### src/cmpc_pkg.sv
// package of constants and helpers for the comparator control block
package cmpc_pkg;

  // register indices, byte address is four times the index
  localparam logic [2:0] IDX_CTRL  = 3'h0;
  localparam logic [2:0] IDX_INSEL = 3'h2;
  localparam logic [2:0] IDX_IEN   = 3'h6;
  localparam logic [2:0] IDX_STAT  = 3'h7;

  // comparator_control fields
  localparam int CTRL_EN   = 0;
  localparam int CTRL_HYS  = 1;
  localparam int CTRL_MODE = 4;
  localparam int CTRL_PAD_OUTPUT_ENABLE = 6;
  localparam int CTRL_RUNSB = 7;
  localparam logic [7:0] CTRL_MASK = 8'hF7;

  // input_select fields
  localparam int INSEL_NEG = 0;
  localparam int INSEL_POS = 3;
  localparam int INSEL_INV = 7;
  localparam logic [7:0] INSEL_MASK = 8'h9B;

  // interrupt_enable and comparator_status fields
  localparam int IEN_CMP   = 0;
  localparam int STAT_FLAG = 0;
  localparam int STAT_STATE = 4;

  // reset values
  localparam logic [7:0] REG_RESET = 8'h00;

  // edge_mode codes
  localparam logic [1:0] MODE_ANY  = 2'h0;
  localparam logic [1:0] MODE_RSVD = 2'h1;
  localparam logic [1:0] MODE_FALL = 2'h2;
  localparam logic [1:0] MODE_RISE = 2'h3;

  // negative_select codes
  localparam logic [1:0] NEG_PIN0 = 2'h0;
  localparam logic [1:0] NEG_PIN1 = 2'h1;
  localparam logic [1:0] NEG_VREF = 2'h2;
  localparam logic [1:0] NEG_DAC  = 2'h3;

  // status latency in clock cycles, two sync stages plus the register
  localparam int STATE_DELAY = 3;

  // index of an aligned word address, with a mapped flag
  function automatic logic [3:0] cmpc_decode(input logic [7:0] addr);
    logic ok;
    ok = (addr[1:0] == 2'h0) && (addr[7:5] == 3'h0) &&
         (addr[4:2] == IDX_CTRL || addr[4:2] == IDX_INSEL ||
          addr[4:2] == IDX_IEN || addr[4:2] == IDX_STAT);
    return {ok, addr[4:2]};
  endfunction

  // does this edge pair match the selected edge mode
  function automatic logic cmpc_hit(input logic [1:0] mode, input logic rise, input logic fall);
    logic h;
    h = 1'b0;
    unique case (mode)
      MODE_ANY:  h = rise | fall;
      MODE_RSVD: h = 1'b0;
      MODE_FALL: h = fall;
      MODE_RISE: h = rise;
    endcase
    return h;
  endfunction

endpackage

### src/cmpc_sync.sv
// two-stage synchroniser for the asynchronous comparator output
`timescale 1ns/1ps
module cmpc_sync
(
  // clock and reset
  input  wire logic pclk,
  input  wire logic presetn,
  // asynchronous level in, synchronised level out
  input  wire logic async_in,
  output logic      sync_out
);

  logic meta_q;
  logic meta_d;
  logic sync_q;
  logic sync_d;

  // first stage feeds only the second stage
  always_comb
  begin
    meta_d = async_in;
    sync_d = meta_q;
  end

  always_ff @(posedge pclk or negedge presetn)
  begin
    if (!presetn)
    begin
      meta_q <= 1'b0;
      sync_q <= 1'b0;
    end
    else
    begin
      meta_q <= meta_d;
      sync_q <= sync_d;
    end
  end

  assign sync_out = sync_q;

endmodule

### src/cmpc_top.sv
// comparator control: apb registers, sync, edge flag, pad, event and irq
//
// The implementer's own choice: the APB register port.
`timescale 1ns/1ps
module cmpc_top
  import cmpc_pkg::*;
(
  // clock and reset
  input  wire logic        pclk,
  input  wire logic        presetn,
  // apb slave
  input  wire logic [7:0]  paddr,
  input  wire logic        psel,
  input  wire logic        penable,
  input  wire logic        pwrite,
  input  wire logic [31:0] pwdata,
  input  wire logic [3:0]  pstrb,
  output logic [31:0]      prdata,
  output logic             pready,
  output logic             pslverr,
  // analog core
  input  wire logic        cmp_raw,
  output logic             ana_enable,
  output logic [1:0]       positive_select,
  output logic [1:0]       negative_select,
  output logic [1:0]       hysteresis_select,
  // sleep state
  input  wire logic        standby_sleep,
  input  wire logic        powerdown_sleep,
  // pad, event and interrupt
  output logic             pad_out,
  output logic             pad_oe,
  output logic             event_out,
  output logic             irq
);

  ////////////////////////////////////////////////////////////////////////////
  // registers and next values

  logic [7:0]  ctrl_q, ctrl_d;
  logic [7:0]  insel_q, insel_d;
  logic [7:0]  ien_q, ien_d;
  logic        flag_q, flag_d;
  logic        state_q, state_d;
  logic        prev_q, prev_d;
  logic [31:0] prdata_q, prdata_d;
  logic        pready_q, pready_d;
  logic        pslverr_q, pslverr_d;
  logic        ana_q, ana_d;
  logic        pad_q, pad_d;
  logic        padoe_q, padoe_d;
  logic        event_q, event_d;
  logic        irq_q, irq_d;

  logic        cmp_sync;
  logic        active;
  logic        upd;
  logic        cmp_vis;
  logic        rise;
  logic        fall;
  logic        hit;
  logic [3:0]  dec;
  logic        setup;
  logic        wr_en;
  logic        wr_ctrl, wr_insel, wr_ien, wr_stat;

  ////////////////////////////////////////////////////////////////////////////
  // synchroniser

  // raw output is decided by the analog core, one when positive is higher
  cmpc_sync u_sync
  (
    .pclk     (pclk),
    .presetn  (presetn),
    .async_in (cmp_raw),
    .sync_out (cmp_sync)
  );

  ////////////////////////////////////////////////////////////////////////////
  // operating state

  // halted when disabled, in power-down, or in standby without standby_run
  assign active = ctrl_q[CTRL_EN] && !powerdown_sleep &&
                  (!standby_sleep || ctrl_q[CTRL_RUNSB]);
  // standby freezes status and flag even while running
  assign upd = active && !standby_sleep;
  // inversion applied before every consumer
  assign cmp_vis = cmp_sync ^ insel_q[INSEL_INV];

  ////////////////////////////////////////////////////////////////////////////
  // apb decode

  assign dec      = cmpc_decode(paddr);
  assign setup    = psel && !penable;
  // write lands only at the edge where pready is seen high
  assign wr_en    = psel && penable && pready_q && pwrite && dec[3] && pstrb[0];
  assign wr_ctrl  = wr_en && dec[2:0] == IDX_CTRL;
  assign wr_insel = wr_en && dec[2:0] == IDX_INSEL;
  assign wr_ien   = wr_en && dec[2:0] == IDX_IEN;
  assign wr_stat  = wr_en && dec[2:0] == IDX_STAT;

  // read data and error are prepared in setup so every output is a flop
  always_comb
  begin
    pready_d  = setup;
    pslverr_d = setup && !dec[3];
    prdata_d  = prdata_q;
    if (setup)
    begin
      prdata_d = 32'h0000_0000;
      if (!pwrite && dec[3])
      begin
        unique case (dec[2:0])
          IDX_CTRL:  prdata_d[7:0] = ctrl_q;
          IDX_INSEL: prdata_d[7:0] = insel_q;
          IDX_IEN:   prdata_d[7:0] = ien_q;
          default:   prdata_d[7:0] = {3'h0, state_q, 3'h0, flag_q};
        endcase
      end
    end
  end

  ////////////////////////////////////////////////////////////////////////////
  // configuration registers

  // reserved bits are masked so they read as zero
  always_comb
  begin
    ctrl_d  = wr_ctrl  ? (pwdata[7:0] & CTRL_MASK)  : ctrl_q;
    insel_d = wr_insel ? (pwdata[7:0] & INSEL_MASK) : insel_q;
    ien_d   = wr_ien   ? {7'h00, pwdata[IEN_CMP]}   : ien_q;
  end

  ////////////////////////////////////////////////////////////////////////////
  // state, edge detect and flag

  assign rise = cmp_vis && !prev_q;
  assign fall = !cmp_vis && prev_q;
  // edges seen on the synchronised value, never on the raw input
  assign hit  = upd && cmpc_hit(ctrl_q[CTRL_MODE +: 2], rise, fall);

  always_comb
  begin
    state_d = state_q;
    prev_d  = prev_q;
    if (!active)
    begin
      state_d = 1'b0;
      prev_d  = 1'b0;
    end
    else if (upd)
    begin
      state_d = cmp_vis;
      prev_d  = cmp_vis;
    end
    // a new edge wins over a clearing write in the same cycle
    flag_d = flag_q;
    if (wr_stat && pwdata[STAT_FLAG])
      flag_d = 1'b0;
    if (hit)
      flag_d = 1'b1;
  end

  ////////////////////////////////////////////////////////////////////////////
  // outputs to analog, pad, event and interrupt

  always_comb
  begin
    ana_d   = active;
    padoe_d = active && ctrl_q[CTRL_PAD_OUTPUT_ENABLE];
    pad_d   = active && ctrl_q[CTRL_PAD_OUTPUT_ENABLE] && cmp_vis;
    // events keep following in standby, unlike status
    event_d = active && cmp_vis;
    irq_d   = flag_q && ien_q[IEN_CMP];
  end

  ////////////////////////////////////////////////////////////////////////////
  // flops

  always_ff @(posedge pclk or negedge presetn)
  begin
    if (!presetn)
    begin
      ctrl_q    <= REG_RESET;
      insel_q   <= REG_RESET;
      ien_q     <= REG_RESET;
      flag_q    <= 1'b0;
      state_q   <= 1'b0;
      prev_q    <= 1'b0;
      prdata_q  <= 32'h0000_0000;
      pready_q  <= 1'b0;
      pslverr_q <= 1'b0;
      ana_q     <= 1'b0;
      pad_q     <= 1'b0;
      padoe_q   <= 1'b0;
      event_q   <= 1'b0;
      irq_q     <= 1'b0;
    end
    else
    begin
      ctrl_q    <= ctrl_d;
      insel_q   <= insel_d;
      ien_q     <= ien_d;
      flag_q    <= flag_d;
      state_q   <= state_d;
      prev_q    <= prev_d;
      prdata_q  <= prdata_d;
      pready_q  <= pready_d;
      pslverr_q <= pslverr_d;
      ana_q     <= ana_d;
      pad_q     <= pad_d;
      padoe_q   <= padoe_d;
      event_q   <= event_d;
      irq_q     <= irq_d;
    end
  end

  // settings go straight to the analog core from their flops
  assign positive_select   = insel_q[INSEL_POS +: 2];
  assign negative_select   = insel_q[INSEL_NEG +: 2];
  assign hysteresis_select = ctrl_q[CTRL_HYS +: 2];
  assign prdata    = prdata_q;
  assign pready    = pready_q;
  assign pslverr   = pslverr_q;
  assign ana_enable = ana_q;
  assign pad_out   = pad_q;
  assign pad_oe    = padoe_q;
  assign event_out = event_q;
  assign irq       = irq_q;

  ////////////////////////////////////////////////////////////////////////////
  // checks

  chk_state_delay: assert property (
    @(posedge pclk) disable iff (!presetn)
    $past(upd) |-> state_q == ($past(cmp_raw, 3) ^ $past(insel_q[INSEL_INV])))
    else $error("status state does not follow input after three cycles");

  chk_flag_clear: assert property (
    @(posedge pclk) disable iff (!presetn)
    wr_stat && pwdata[STAT_FLAG] && !hit |=> !flag_q)
    else $error("flag not cleared by writing one");

  chk_flag_hold: assert property (
    @(posedge pclk) disable iff (!presetn)
    flag_q && !(wr_stat && pwdata[STAT_FLAG]) |=> flag_q)
    else $error("flag lost without a clearing write");

  chk_edge_mode: assert property (
    @(posedge pclk) disable iff (!presetn)
    upd && ctrl_q[CTRL_MODE +: 2] == MODE_RISE && rise ##1 !wr_stat [*2] |-> flag_q)
    else $error("rising edge did not set the flag");

  chk_reserved_mode: assert property (
    @(posedge pclk) disable iff (!presetn)
    ctrl_q[CTRL_MODE +: 2] == MODE_RSVD && !flag_q |=> !flag_q)
    else $error("reserved edge mode set the flag");

  chk_irq_level: assert property (
    @(posedge pclk) disable iff (!presetn)
    ##1 irq_q == ($past(flag_q) && $past(ien_q[IEN_CMP])))
    else $error("irq does not match flag and enable");

  chk_pad_drive: assert property (
    @(posedge pclk) disable iff (!presetn)
    pad_oe |-> $past(ctrl_q[CTRL_PAD_OUTPUT_ENABLE]) && !$past(powerdown_sleep) && pad_out == event_out)
    else $error("pad driven without enable or with wrong value");

  chk_powerdown_off: assert property (
    @(posedge pclk) disable iff (!presetn)
    powerdown_sleep |=> !ana_enable && !pad_oe && !event_out)
    else $error("comparator active in power-down");

  chk_standby_freeze: assert property (
    @(posedge pclk) disable iff (!presetn)
    standby_sleep && !(wr_stat && pwdata[STAT_FLAG]) |=>
      $stable(flag_q) && ($stable(state_q) || !$past(active)))
    else $error("status changed in standby");

  // a halted comparator reads as zero, its state is not kept
  chk_standby_halt: assert property (
    @(posedge pclk) disable iff (!presetn)
    standby_sleep && !ctrl_q[CTRL_RUNSB] |=> !ana_enable && !state_q)
    else $error("comparator not halted in standby");

  chk_apb_ready: assert property (
    @(posedge pclk) disable iff (!presetn)
    psel && !penable |=> pready_q ##1 !pready_q)
    else $error("ready not a single cycle after setup");

  // the event path has the same latency as the status state bit
  chk_event_follow: assert property (
    @(posedge pclk) disable iff (!presetn)
    $past(active) |-> event_out == ($past(cmp_raw, 3) ^ $past(insel_q[INSEL_INV])))
    else $error("event does not follow comparator output");

  chk_irq_enable: assert property (
    @(posedge pclk) disable iff (!presetn)
    !ien_q[IEN_CMP] |=> !irq)
    else $error("irq raised while disabled");

  chk_disable_off: assert property (
    @(posedge pclk) disable iff (!presetn)
    !ctrl_q[CTRL_EN] |=> !ana_enable && !event_out && !pad_oe)
    else $error("comparator active while disabled");

  chk_flag_any: assert property (
    @(posedge pclk) disable iff (!presetn)
    upd && ctrl_q[CTRL_MODE +: 2] == MODE_ANY && (rise || fall) |=> flag_q)
    else $error("edge did not set the flag in any-edge mode");

  chk_flag_fall: assert property (
    @(posedge pclk) disable iff (!presetn)
    upd && ctrl_q[CTRL_MODE +: 2] == MODE_FALL && fall |=> flag_q)
    else $error("falling edge did not set the flag");

endmodule

### config.mk
export PLATFORM = sky130hd
export DESIGN_NAME = cmpc_top
export DESIGN_NICKNAME = d
export VERILOG_FILES = /design/src/cmpc_pkg.sv /design/src/cmpc_sync.sv /design/src/cmpc_top.sv
export SDC_FILE = /design/constraint.sdc
export NUM_CORES = 1
export LEC_CHECK = 0
export ABC_AREA = 1
export BUFFER_PORTS_ARGS = -buffer_cell sky130_fd_sc_hd__clkbuf_2
export CORE_ASPECT_RATIO = 0.8
export CORE_UTILIZATION = 48
export DETAILED_ROUTE_END_ITERATION = 7
export GPL_TIMING_DRIVEN = 0
export MAX_ROUTING_LAYER = met4
export PLACE_DENSITY_LB_ADDON = 0.2
export SLEW_MARGIN = 20
export SYNTH_ARGS = -nofsm -noshare
export SYNTH_HDL_FRONTEND = slang
export SYNTH_SLANG_ARGS = --single-unit
export TNS_END_PERCENT = 20
### constraint.sdc
create_clock -name pclk -period 3.5 [get_ports pclk]
set_input_delay 0.175 -clock pclk [delete_from_list [all_inputs] [get_ports pclk]]
set_output_delay 0.175 -clock pclk [all_outputs]
set_load 0.005 [all_outputs]
After elaboration in Yosys (flattened, before gate mapping)

Cells that the tools add are included.

Flip-flop bits (word level): 32
Input port bits: 52
Output and inout bits: 45

Equality and inequality tests: 7
Muxes and demuxes: 7
Bitwise gates (word level): 2
Reductions and logical operators: 41

Operator list:

| cell                                                                    | count |
|---|---|
| 1-bit logical AND                                                       | 25 |
| 8-bit case mux with 3 select lines                                      | 1 |
| 8-bit 2-to-1 mux                                                        | 1 |
| 1-bit zero test                                                         | 7 |
| 3-bit == test, second input constant                                    | 2 |
| 3-bit zero test                                                         | 2 |
| 2-bit == test, second input constant                                    | 2 |
| 2-bit zero test                                                         | 2 |
| 1-bit logical OR                                                        | 4 |
| 1-bit 2-to-1 mux                                                        | 4 |
| 1-bit case mux with 4 select lines                                      | 1 |
| 3-bit by 2-bit == test with 1-bit output, second input constant         | 1 |
| 2-bit by 1-bit == test with 1-bit output, second input constant         | 1 |
| 2-bit by 1-bit inequality test with 1-bit output, second input constant | 1 |
| 2-bit nonzero test                                                      | 1 |
| 1-bit bitwise OR                                                        | 1 |
| 1-bit bitwise XOR                                                       | 1 |

Logic depth before layout (Yosys ltp)

Word-level depth: 11
Gate-level depth with buffers: 8

Cells and area by module

From an unflattened synthesis, not the netlist that was laid out.

Cells, all modules: 214
Area, all modules: 1775.5 µm²

By module, submodules not included:

| module    | instances | cells each | area an instance (µm²) |
|---|---|---|---|
| cmpc_top  | 1         | 212        | 1725.4 |
| cmpc_sync | 1         | 2          | 50.0 |

Worst setup path after synthesis

No wires, ideal clock.

Path type: register to register
From: reg insel_q[7]
To: reg flag_q
Setup time: 0.065 ns
Arrival time: 1.285 ns
Required time: 3.435 ns
Slack: 2.149 ns
Stages on the path, launching flop included: 7
Clock period less this slack: 1.351 ns
Cells stage by stage: dfrtp_1 -> xnor2_1 -> inv_1 -> ha_1 -> o21ai_0 -> nand4_1 -> nand2_1

Word-level cells in the longest chain between the ends: 7
Elaborated cells on any way between the ends: 9

RTL lines:

| what                                                          | RTL line        | source |
|---|---|---|
| start, declared                                               | cmpc_top.sv:41  | `logic [7:0] insel_q, insel_d;` |
| start signal, assigned                                        | cmpc_top.sv:202 | `insel_q <= insel_d;` |
| 1-bit bitwise XOR *                                           | cmpc_top.sv:88  | `assign cmp_vis = cmp_sync ^ insel_q[INSEL_INV];` |
| 1-bit zero test                                               | cmpc_top.sv:138 | `assign fall = !cmp_vis && prev_q;` |
| 1-bit logical AND                                             | cmpc_top.sv:138 |  |
| 1-bit bitwise OR                                              | cmpc_pkg.sv:61  | `MODE_ANY: h = rise \| fall;` |
| 1-bit case mux with 4 select lines *                          | cmpc_pkg.sv:60  | `unique case (mode)` |
| 1-bit logical AND *                                           | cmpc_top.sv:140 | `assign hit = upd && cmpc_hit(ctrl_q[CTRL_MODE +: 2], rise, fall);` |
| 1-bit 2-to-1 mux / 2-bit nonzero test (equally long branches) | n/a             |  |
| end signal, assigned                                          | cmpc_top.sv:204 | `flag_q <= flag_d;` |
| end, declared                                                 | cmpc_top.sv:43  | `logic flag_q, flag_d;` |

Mark *: on every way between the ends. The rest lies on a longest branch, timed or not.
A chain may end at the register's enable or synchronous reset.

Final worst setup path

Ends and elaborated chain as after synthesis.

==> impl_metrics.yaml <==
placement:
  gp_congestion: 0.875
  place_hpwl_um: 2700
  port_buffers: 45
global_routing:
  antenna_found_initial: 0
  grt_use_total_pct: 20.2
  grt_pass1_wl_um: 5930
  grt_pass1_vias: 1333
  grt_max_degree: 33
  gr-total-overflow: 0
sta:
  layout_min_cycle_time_ps: 1550
  fmax_mhz: 647
  period_share_pct: 44.2
  grt_setup_unrepaired: "no"
  worst_pin_slew_ps: 769
  relSlewSlack_pct: 48.7
  finalSetupTns_ps: 0
  hold_viol: 0
  finalMaxSlewViolations: 0
  setup_viol: 0
  skew_ps: 0.883
final_layout:
  nNetsFinal: 345
  syn_to_final_growth_pct: 27.4
  n_antenna_cell: 0
  drive_above_1_share_pct: 32.6
  final_common_cell: "nand2_1"
  ff_latch_area_um2: 801
  multi_input_area_um2: 716
  final_cell_mix: "nand2_1 (66), clkbuf_2 (45), dfrtp_1 (32), buf_4 (30), conb_1 (24)"
  num-fill-cells: 324
setup_path:
  worstPathRequired_ps: 3720
  r2r_slack_ps: 1950
  cp-end-kind: "flip-flop"
  start_kind: "flip-flop"
  arrival_ps: 1760
  crit_type: "reg -> reg"
  cp_max_fo: 5
logic_synthesis:
  yosysSeqAreaShare_pct: 45.7
  synth_area_um2: 1750
  synth-seq-cells: 32
  synth.avg_cell_area_um2: 8.19
  netlist_instances: 214
  yosysWarnings: 0
  ys_types: 22
clock_network:
  clk_pin_slew_ps: 60
  insertion_delay_ps: 270
  cts_resized: 0
  numCtsBuffers: 5
  clk_path_buf_depth: 2
  clock-sinks: 32
  root_buffer: "clkbuf_8"
  tritoncts: "done"
  cts-htree-levels: 2
power:
  p_switching_uw: 165
  clockPowerShare_pct: 39.6
  power.internal_uw: 582
  power.density_nw_per_um2: 334
  power_uw: 746
  leakage_nw: 1.32
  seqPwrFrac_pct: 50.0
  vdd_drop_max_v: 0.000225
  combPwrFrac_pct: 10.3
  switching_share_pct: 22.0
drt:
  drt-vias-per-instance: 4.58
  met3RoutedLength_um: 149
  totalWireLength_um: 3510
  drc_errors: 0
  drtPass1Iterations: 4
  drt_iter0_markers: 74
  ant_nets: 0
  wl_met1_um: 1770
  maxUsedRoutingLayer: "met4"
  vias: 1524
  route.met2.wl_um: 1570
  wl_per_cell_um: 10.5
min_path:
  hold_path_class: "in -> reg"
floorplan:
  die_y_um: 56.1
  num_rows: 19
  coreArea_um2: 3470
  io_pins: 97
  die_w_um: 69.6
  die_area_um2: 3900
  start_util_pct: 50.5
job:
  cap_viol_max_count: 0
run_status:
  outcome: "completed"
per-layer routing:
metal | vias up | global-route usage (%)
li1 | 787 | -
met1 | 691 | 28.0
met2 | 42 | 29.1
met3 | 4 | 5.07
met4 | 0 | 6.12
met5 | - | -
critical path, stage by stage, from the launching register on:
cell	delay [ps]
dfrtp_1	410
xnor2_1	340
inv_1	80
ha_1	280
o21ai_0	170
nand4_1	130
nand2_1	80
synth_stat cells:
library cell / number / share of area [%]
nor3_4: 1 / 0.93
o211ai_1: 1 / 0.43
and3_1: 1 / 0.36
nand3_1: 14 / 4.0
ha_1: 2 / 1.4
buf_6: 2 / 1.3
nor2_8: 1 / 1.1
buf_4: 30 / 13
inv_1: 16 / 3.4
nand3_2: 2 / 1.1
nand2_1: 66 / 14
inv_2: 4 / 0.86
nor2_2: 2 / 0.71
nor3_1: 1 / 0.29
dfrtp_1: 32 / 46
nand2_2: 1 / 0.36
a21oi_1: 3 / 0.86
xnor2_1: 1 / 0.50
nor2_1: 15 / 3.2
o21ai_0: 3 / 0.86
conb_1: 1 / 0.21
nand4_1: 15 / 5.4
power groups by stage:
stage	sequential [mW]	clock, mW	combinational, mW
final	0.374	0.296	0.0769
after detailed placement	0.380	0	0.0747
after global routing	0.373	0.323	0.0862
after global placement	0.380	0	0.0742
after floorplan	0.380	0	0.0460
after CTS	0.373	0.301	0.0766
cell families (layout without fill, tap and decap cells):
logic type	count (synthesis)	after routing	share of synthesized area, %
adders and majority gates	2	2	1.43
AOI/OAI and AO/OA	7	7	2.14
buffers and inverters	52	106	18.4
DFF	32	32	45.7
xor gates and xnor gates	1	1	0.500
and+or+nand+nor	119	119	31.6
other	1	24	0.214
registers in the layout, summed over array words and instances, names as in the netlist:
register	flops
pready	1
irq	1
flag_q	1
ien_q	1
prdata	8
event_out	1
u_sync.meta_q	1
pad_oe	1
pslverr	1
u_sync.sync_out	1
insel_q	5
ana_enable	1
ctrl_q	7
pad_out	1
prev_q	1
cell type report:
cell class	instances	area share [%]
multi-input combinational	153	32.0
inverter	20	3.36
clock buffer	7	4.31
buffer	32	11.1
timing repair buffer	47	11.0
sequential	32	35.9
tap	42	2.35
worst paths after layout:
check	from	to	depth (start not counted)
setup / recovery	insel_q[7]	flag_q	6
hold / removal	pwdata[6]	ctrl_q[6]	3
setup reg to reg	insel_q[7]	flag_q	6
hold reg to reg	u_sync.meta_q	u_sync.sync_out	0
max in group asynchronous	presetn	insel_q[4]	2
min in group asynchronous	presetn	prdata[0]	2
stage by stage:
stage          hold WS, ps  instance area (µm²)  instances  setup WS (ps)  util (%)
6_report               140                 2230        333           1950      64.3
5_1_grt                151                 2230        333           1790      64.3
4_1_cts                138                 2230        333           1940      64.3
3_5_place_dp           285                 2120        324           1950      61.0
3_3_place_gp           285                 2120        324           1990      61.0
2_1_floorplan         -121                 1840        237           2150         -
repair_timing:
| item | 4_1_cts | 5_1_grt |
|---|---|---|
| buffers inserted | 0 | 0 |
| hold endpoints to repair | 20 | 0 |
| hold buffers | 2 | 0 |
Power figures use the tool's default switching activity.
